**src/rtl/osc_pkg.sv**
```systemverilog
// Package for the output stage configuration register bank.
// Assumes an 8-bit paged register port and a 25 MHz control clock.
package osc_pkg;

  // Page select lives at the same address on every page
  localparam logic [7:0] PAGE_SEL_ADDR  = 8'h00;
  localparam logic [7:0] PAGE_SEL_RST   = 8'h00;
  localparam logic [7:0] CFG_PAGE       = 8'h01;

  // Register offsets on the configuration page
  localparam logic [7:0] CM_CTRL_ADDR   = 8'h0a;
  localparam logic [7:0] OCP_CFG_ADDR   = 8'h0b;
  localparam logic [7:0] LHP_ROUTE_ADDR = 8'h0c;

  // Writable bits; reserved bits outside the masks stay zero
  localparam logic [7:0] CM_CTRL_MASK   = 8'h7b;
  localparam logic [7:0] OCP_CFG_MASK   = 8'h1f;
  localparam logic [7:0] LHP_ROUTE_MASK = 8'h0f;

  // Reset values
  localparam logic [7:0] CM_CTRL_RST    = 8'h00;
  localparam logic [7:0] OCP_CFG_RST    = 8'h10;
  localparam logic [7:0] LHP_ROUTE_RST  = 8'h00;

  // Field positions, common mode register
  localparam int CM_FULL_BIT  = 6;
  localparam int HP_CM_LSB    = 4;
  localparam int LO_CM_BIT    = 3;
  localparam int HP_SUP_BIT   = 1;
  localparam int REGIN_RNG_BIT = 0;

  // Field positions, protection register
  localparam int OC_EN_BIT    = 4;
  localparam int DEB_LSB      = 1;
  localparam int OC_ACT_BIT   = 0;

  // Field positions, left headphone routing register
  localparam int RT_DAC_BIT   = 3;
  localparam int RT_IN1_BIT   = 2;
  localparam int RT_LMIX_BIT  = 1;
  localparam int RT_RMIX_BIT  = 0;

  // Debounce timing: code n above zero waits base * 2^(n-1), code 0 waits none
  localparam int CLK_HZ       = 25_000_000;
  localparam int DEB_BASE_MS  = 8;
  localparam int DEB_BASE_CYC = CLK_HZ / 1000 * DEB_BASE_MS;

  // Routing enables of the left headphone driver
  typedef struct packed {
    logic dac_pos;
    logic left_input_one;
    logic left_mixer_amp;
    logic right_mixer_amp;
  } osc_route_t;

  // Decoded configuration handed to the analog side
  typedef struct packed {
    logic       cm_low;
    logic [1:0] hp_cm_sel;
    logic       lo_cm_fixed;
    logic       hp_sup_regin;
    logic       regin_wide;
    osc_route_t route;
  } osc_cfg_t;

endpackage

```
**src/rtl/osc_regs.sv**
```systemverilog
// Output stage configuration registers with over-current debounce.
// Assumes one synchronous clock, bus strobes aligned to it and
// raw over-current flags already synchronous to the clock.
//
// The plain strobed port was chosen for this implementation.
`timescale 1ns/1ns

module osc_regs #(
  parameter int NUM_DRV  = 2,
  parameter int CNT_W    = 24,
  parameter int DEB_BASE = osc_pkg::DEB_BASE_CYC
) (
  input  wire logic               sys_clk_in,
  input  wire logic               sys_rst_in,
  input  wire logic [7:0]         reg_addr_in,
  input  wire logic [7:0]         reg_wdata_in,
  input  wire logic               reg_wr_in,
  input  wire logic               reg_rd_in,
  output logic      [7:0]         reg_rdata_out,
  input  wire logic [NUM_DRV-1:0] oc_raw_in,
  output osc_pkg::osc_cfg_t       cfg_out,
  output logic      [NUM_DRV-1:0] oc_limit_out,
  output logic      [NUM_DRV-1:0] oc_pdn_out
);

  logic [7:0] page_reg;
  logic [7:0] cm_reg;
  logic [7:0] ocp_reg;
  logic [7:0] route_reg;
  logic [7:0] rdata_next;

  // Address decode
  wire on_cfg_page = (page_reg == osc_pkg::CFG_PAGE);
  wire hit_page    = (reg_addr_in == osc_pkg::PAGE_SEL_ADDR);
  wire hit_cm      = on_cfg_page && (reg_addr_in == osc_pkg::CM_CTRL_ADDR);
  wire hit_ocp     = on_cfg_page && (reg_addr_in == osc_pkg::OCP_CFG_ADDR);
  wire hit_route   = on_cfg_page && (reg_addr_in == osc_pkg::LHP_ROUTE_ADDR);

  // Masked write data; reserved positions never store a one
  wire [7:0] cm_wval    = reg_wdata_in & osc_pkg::CM_CTRL_MASK;
  wire [7:0] ocp_wval   = reg_wdata_in & osc_pkg::OCP_CFG_MASK;
  wire [7:0] route_wval = reg_wdata_in & osc_pkg::LHP_ROUTE_MASK;

  // Read mux, unmapped offsets answer zero
  always_comb begin
    rdata_next = 8'h00;
    if (hit_page) begin
      rdata_next = page_reg;
    end else if (hit_cm) begin
      rdata_next = cm_reg;
    end else if (hit_ocp) begin
      rdata_next = ocp_reg;
    end else if (hit_route) begin
      rdata_next = route_reg;
    end
  end

  // Register writes
  always_ff @(posedge sys_clk_in or posedge sys_rst_in) begin
    if (sys_rst_in) begin
      page_reg  <= osc_pkg::PAGE_SEL_RST;
      cm_reg    <= osc_pkg::CM_CTRL_RST;
      ocp_reg   <= osc_pkg::OCP_CFG_RST;
      route_reg <= osc_pkg::LHP_ROUTE_RST;
    end else if (reg_wr_in) begin
      if (hit_page)  page_reg  <= reg_wdata_in;
      if (hit_cm)    cm_reg    <= cm_wval;
      if (hit_ocp)   ocp_reg   <= ocp_wval;
      if (hit_route) route_reg <= route_wval;
    end
  end

  // Read data stands only in the cycle after the strobe
  always_ff @(posedge sys_clk_in or posedge sys_rst_in) begin
    if (sys_rst_in) begin
      reg_rdata_out <= 8'h00;
    end else begin
      reg_rdata_out <= reg_rd_in ? rdata_next : 8'h00;
    end
  end

  // Decoded configuration fields
  osc_pkg::osc_cfg_t cfg_next;
  assign cfg_next.cm_low       = cm_reg[osc_pkg::CM_FULL_BIT];
  assign cfg_next.hp_cm_sel    = cm_reg[osc_pkg::HP_CM_LSB +: 2];
  assign cfg_next.lo_cm_fixed  = cm_reg[osc_pkg::LO_CM_BIT];
  assign cfg_next.hp_sup_regin = cm_reg[osc_pkg::HP_SUP_BIT];
  // Range only matters on the regulator supply, so it is masked off otherwise
  assign cfg_next.regin_wide   = cm_reg[osc_pkg::REGIN_RNG_BIT]
                                 & cm_reg[osc_pkg::HP_SUP_BIT];
  assign cfg_next.route.dac_pos         = route_reg[osc_pkg::RT_DAC_BIT];
  assign cfg_next.route.left_input_one  = route_reg[osc_pkg::RT_IN1_BIT];
  assign cfg_next.route.left_mixer_amp  = route_reg[osc_pkg::RT_LMIX_BIT];
  assign cfg_next.route.right_mixer_amp = route_reg[osc_pkg::RT_RMIX_BIT];

  // Registered so the analog side sees glitch-free levels
  always_ff @(posedge sys_clk_in or posedge sys_rst_in) begin
    if (sys_rst_in) begin
      cfg_out <= '0;
    end else begin
      cfg_out <= cfg_next;
    end
  end

  // Protection controls
  wire       oc_en    = ocp_reg[osc_pkg::OC_EN_BIT];
  wire [2:0] deb_code = ocp_reg[osc_pkg::DEB_LSB +: 3];
  wire       pdn_mode = ocp_reg[osc_pkg::OC_ACT_BIT];

  // Debounce length in cycles; widest code needs CNT_W bits
  wire [CNT_W-1:0] deb_tgt = (deb_code == 3'b000) ? '0 :
                             (CNT_W'(DEB_BASE) << (deb_code - 3'd1));

  logic [CNT_W-1:0] cnt_q [NUM_DRV];

  // One debounce counter per headphone driver
  for (genvar g = 0; g < NUM_DRV; g++) begin : g_drv
    wire             active   = oc_en && oc_raw_in[g];
    wire             reached  = active && (cnt_q[g] >= deb_tgt);
    wire [CNT_W-1:0] cnt_next = !active ? '0 :
                                (cnt_q[g] < deb_tgt) ? cnt_q[g] + CNT_W'(1) : cnt_q[g];

    // Counter saturates at the target instead of wrapping
    always_ff @(posedge sys_clk_in or posedge sys_rst_in) begin
      if (sys_rst_in) begin
        cnt_q[g] <= '0;
      end else begin
        cnt_q[g] <= cnt_next;
      end
    end

    // Response follows the mode bit at every cycle of the fault
    always_ff @(posedge sys_clk_in or posedge sys_rst_in) begin
      if (sys_rst_in) begin
        oc_limit_out[g] <= 1'b0;
        oc_pdn_out[g]   <= 1'b0;
      end else begin
        oc_limit_out[g] <= reached && !pdn_mode;
        oc_pdn_out[g]   <= reached && pdn_mode;
      end
    end

  end
endmodule // osc_regs

```
**config.mk**
```make
export PLATFORM = sky130hd
export DESIGN_NAME = osc_regs
export DESIGN_NICKNAME = d
export VERILOG_FILES = /design/src/rtl/osc_pkg.sv /design/src/rtl/osc_regs.sv
export SDC_FILE = /design/constraint.sdc
export NUM_CORES = 1
export LEC_CHECK = 0
export ABC_AREA = 1
export BUFFER_PORTS_ARGS = -buffer_cell sky130_fd_sc_hd__buf_2
export CORE_MARGIN = 8
export CORE_UTILIZATION = 62
export CTS_CLUSTER_SIZE = 28
export DETAILED_ROUTE_END_ITERATION = 7
export GPL_TIMING_DRIVEN = 0
export PLACE_DENSITY = 0.91
export SYNTH_ARGS = -nofsm -noshare
export SYNTH_HDL_FRONTEND = slang
export SYNTH_SLANG_ARGS = --single-unit
export TNS_END_PERCENT = 10
```
**constraint.sdc**
```tcl
create_clock -name sys_clk_in -period 3.7 [get_ports sys_clk_in]
set_clock_uncertainty 0.05 [all_clocks]
set_input_delay 0.185 -clock sys_clk_in [delete_from_list [all_inputs] [get_ports sys_clk_in]]
set_output_delay 0.185 -clock sys_clk_in [all_outputs]
set_load 0.02 [all_outputs]
```
Word level (Yosys, flattened, before mapping)
Cells that the tools add are included.
{"block": "totals", "elab_cells": 63, "output_inout_bits": 22, "reg_bits": 93}
{"block": "classes", "addsub": 3, "muxes": 10, "n_eq_ne": 6, "n_reduce_logical": 18, "order_cmp": 4, "bitwise": 1, "shifts": 1}
{"cell": "$mux W24", "count": 5}
{"cell": "$add A24 B1 Y24 const B", "count": 2}
{"cell": "$ge A24 B24 Y1", "count": 2}
{"cell": "$lt A24 B24 Y1", "count": 2}
{"cell": "$eq A8 B4 Y1 const B", "count": 3}
{"cell": "$mux W8", "count": 3}
{"cell": "$shl A18 B3 Y24 const A", "count": 1}
{"cell": "$logic_and A1 B1 Y1", "count": 11}
{"cell": "$eq A8 B1 Y1 const B", "count": 1}
{"cell": "$logic_not A8 Y1", "count": 1}
{"cell": "$reduce_and A2 Y1", "count": 4}
{"cell": "$mux W5", "count": 1}
{"cell": "$mux W4", "count": 1}
{"cell": "$ne A2 B1 Y1 const B", "count": 2}
{"cell": "$logic_not A3 Y1", "count": 1}
{"cell": "$sub A3 B1 Y3 const B", "count": 1}
{"cell": "$and A1 B1 Y1", "count": 1}
{"cell": "$logic_not A1 Y1", "count": 1}

Longest topological paths before layout
{"block": "depth", "ltp_word": 7, "mapped_depth": 21, "depth_no_buf": 19}

Worst setup path before layout
No wires, ideal clock.
{"block": "synth_path", "path_type": "flip-flop to flip-flop", "startpoint": "register ocp_reg[1]", "endpoint": "register cnt_q[0] (netlist bit)", "path_buffers": 2, "setup_time_ps": 66, "t_arrival_ps": 3110, "period_less_slack_ps": 3225, "stages_incl_launch_ff": 20, "slack_ps": 475, "cell_sequence": "dfrtp_1 -> clkbuf_1 -> inv_1 -> ha_1 -> or2_1 -> nand2_1 -> inv_2 -> ha_1 -> or2_2 -> ha_1 -> nand2_1 -> nand2_1 -> nand2_1 -> nand2_1 -> a21oi_2 -> nand2_1 -> nor2_4 -> buf_4 -> nand3_1 -> nand2_1"}
{"block": "synth_between", "elab_chain_len": 5, "elab_cells_between_ends": 6, "classes_between": "1 x add/sub; 1 x order compare; 1 x eq/ne; 1 x shift; 1 x mux; 1 x reduce/logical"}
{"element": "start, declared", "line": "osc_regs.sv:28", "source": "logic [7:0] ocp_reg;"}
{"element": "start signal, assigned", "line": "osc_regs.sv:63", "source": "ocp_reg <= osc_pkg::OCP_CFG_RST;"}
{"element": "start signal, assigned", "line": "osc_regs.sv:68", "source": "if (hit_ocp) ocp_reg <= ocp_wval;"}
{"element": "$sub A3 B1 Y3", "line": "osc_regs.sv:112", "source": "(CNT_W'(DEB_BASE) << (deb_code - 3'd1));"}
{"element": "$shl A18 B3 Y24", "line": "osc_regs.sv:112"}
{"element": "$mux W24 (*)", "line": "osc_regs.sv:111", "source": "wire [CNT_W-1:0] deb_tgt = (deb_code == 3'b000) ? '0 :"}
{"element": "$lt A24 B24 Y1 (*)", "line": "osc_regs.sv:121", "source": "(cnt_q[g] < deb_tgt) ? cnt_q[g] + CNT_W'(1) : cnt_q[g];"}
{"element": "$ne A2 B1 Y1 (no source line) (*)"}
{"element": "end signal, assigned by index", "line": "osc_regs.sv:128", "source": "cnt_q[g] <= cnt_next;"}
{"element": "end, declared", "line": "osc_regs.sv:114", "source": "logic [CNT_W-1:0] cnt_q [NUM_DRV];"}
Every way passes the cells marked *; elsewhere a longest branch is shown, timed or not.
A chain may end at the register's enable or synchronous reset.

Worst setup path in the final report
{"block": "layout_path", "startpoint": "register ocp_reg[1]", "endpoint": "register cnt_q[18] (netlist bit)"}
The elaborated chain is that of the path after synthesis.

==> results.cfg <==
[status]
violations = hold timing
outcome = finished with violations

[finish]
n_antenna_cell = 0
largest_reg_flops = 48
largest-register = cnt_q
final_common_cell = nand2_1
drive_above_1_share = 0.132
largestRegisters = cnt_q x48, cfg_out x10
nets = 1014
syn_to_final_growth_pct = 10.2
layout_common_cells = nand2_1 (276), nand3_1 (114), inv_1 (99)

[critical_path]
crit_type = reg2reg
crit_chain = inv_1, ha_1, or2_1, nand2_1, inv_2, ha_1, or2_2, ha_1, nand2_1, nand2_1, nand2_1, nand2_1, a21oi_2, nand2_1, nor2_4, buf_4, nand3_1, nand2_1
critPathBufInv = 3
slowest_stage = dfrtp_2
path_max_fanout = 11
cp_slowest_stage_delay_ns = 0.51
critPathLaunch = ocp_reg[1]
r2r-start = ocp_reg[1]
setup.worst_path.start_class = flop
cp.arrival_ns = 3.72
endpoint_kind = flop
required_ns = 3.96
critical-path-top-delay-family = simple AND/OR/NAND/NOR gates
cpMostUsedCell = nand2_1
r2r_slack_ns = 0.24

[hold_path]
hp-class = in2reg
hp-start = reg_wdata_in[7]

[sta]
finalSetupViolations = 0
fin_crit_ns = 3.46
max_slew.worst_pin.slew_ns = 0.495
rsz0062_at_grt = false
fin_crit_sh = 0.934
finalWorstSetupSlack_ns = 0.244
hold_viol = 1
whs_ns = -0.00196
slew_viol_final = 0
slew-limit-headroom = 0.670
max_freq_mhz = 289

[detailed_routing]
antenna_left = 0
vias = 5913
post_drt_wl_per_cell_microns = 14.1
firstDrtPassIters = 5
drtIter0Drc = 574
wl_microns = 15400
drc = 0
via_per_inst = 5.44

[placement]
dp_slack_ns = -0.0229
hpwl_microns = 11200
gp_congestion = 0.917
io_buffer_count = 43

[grt]
gr-total-overflow = 0
antenna_found_initial = 0
grt_pass1_wl_microns = 25900
grtUsageTotal = 0.222
first_global_vias = 5526
grt_max_degree = 70

[yosys]
yosys_warnings = 0
avgSynthCellArea_sq_um = 7.20
ys_seq_area_frac = 0.364
ys_seq_elements = 93
ys_types = 36
synth.cell_area_sq_um = 6390
synthCells = 888
synth_nets = 956

[run]
max_cap_violations = 0

[floorplan]
core_sq_um = 10200
fp.dieH_microns = 118
design.die.area_sq_um = 13800
fp.dieW_microns = 118
io_pins = 44
rows = 37
initial_core_util = 0.628

[cts]
cts_tree = done
clk_pin_slew_ns = 0.11
clock_latency_ns = 0.37
clock_path_buffers = 2
root_buffer = clkbuf_8
numCtsBuffers = 9
clock-sinks = 93
cts_setup_buffers = 0
cts_max_level = 3

[pwr]
powerDensity_nw_per_um2 = 262
power_uw = 1840
p_leak_uw = 0.00375
irDropWorstVdd_v = 0.000219
## synthesized netlist by cell type (all sizes together)
| cell type | n | share of area |
|---|---|---|
| nor3b | 3 | 0.0035 |
| xor2 | 19 | 0.026 |
| a21oi | 19 | 0.016 |
| nand3 | 118 | 0.096 |
| and2 | 2 | 0.0020 |
| nand4 | 10 | 0.0098 |
| clkbuf | 6 | 0.0035 |
| a22oi | 1 | 0.0012 |
| or2 | 3 | 0.0029 |
| dfrtp | 92 | 0.36 |
| nor2 | 117 | 0.089 |
| o21a | 1 | 0.0012 |
| nand2 | 286 | 0.17 |
| inv | 105 | 0.062 |
| o211ai | 2 | 0.0023 |
| o21ai | 28 | 0.025 |
| a21o | 2 | 0.0023 |
| buf | 13 | 0.014 |
| ha | 46 | 0.090 |
| dfstp | 1 | 0.0041 |
| xnor2 | 9 | 0.012 |
| mux2 | 1 | 0.0018 |
| clkinv | 3 | 0.0018 |
| nor3 | 1 | 0.00078 |
## per-stage QoR
step                      utilization  setup TNS (ns)  cell area, sq um  std cells
final                           0.692               0              7040       1087
after global routing            0.692               0              7040       1087
after CTS                       0.692               0              7040       1087
after detailed placement        0.668         -0.0296              6810       1068
after global placement          0.665               0              6780       1067
after floorplan                     -               0              6390        888
## worst register-to-register path, delay by kind of cell (launching register included)
| family | cells | cell delay [ns] |
|---|---|---|
| AO/OA/AOI/OAI | 1 | 0.20 |
| AND/OR/NAND/NOR | 11 | 1.39 |
| adder cells (fa/ha/maj) | 3 | 0.82 |
| buffers and inverters | 3 | 0.46 |
| flip-flops | 1 | 0.51 |
## path summary, 6_finish.rpt
path | endpoint | depth (start not counted)
worst max-delay path | cnt_q[18] | 18
worst min register to register | cfg_out[0] | 0
worst min-delay path | page_reg[7] | 2
max in group asynchronous | ocp_reg[1] | 4
min in group asynchronous | reg_rdata_out[2] | 3
worst max register to register | cnt_q[18] | 18
## logic make-up (layout without fill, tap and decap cells)
family          Yosys count  in the layout  share of synthesized area
fa+ha+maj                46             46                     0.0900
flops                    93             93                      0.364
compound gates           53             53                     0.0485
xor+xnor                 28             28                     0.0384
simple gates            540            540                      0.376
buf+inv                 127            190                     0.0812
mux                       1              1                    0.00176
## routing by layer
layer,up-vias,wire length [microns],global-route usage
li1,2934,-,-
met2,226,7350,0.372
met5,-,0,0
met1,2701,6720,0.286
met3,52,839,0.0245
met4,0,471,0.0945
## power by group
group,internal [uW],total (uW),switching (uW),leakage (uW)
sequential,1020,1020,4.00,0.00126
combinational,29.1,91.6,62.5,0.00239
clock,322,727,405,0.0000992
total,1370,1840,471,0.00375
## layout make-up
type	count	area (sq um)
buffer	18	110
clock buffer	10	128
clock inverter	6	71.3
fill	793	3140
inverter	108	408
multi-input combinational	668	3540
sequential	93	2330
tap	136	170
timing repair buffer	48	283
## what timing repair did
| item | 4_1_cts | 5_1_grt |
|---|---|---|
| endpoints found under the setup margin | 24 | 36 |
| hold buffers | 4 | 0 |
| hold endpoints to repair | 27 | 0 |
| gates resized for setup | 0 | 1 |
Note: power is estimated with default switching activity, not from simulation.
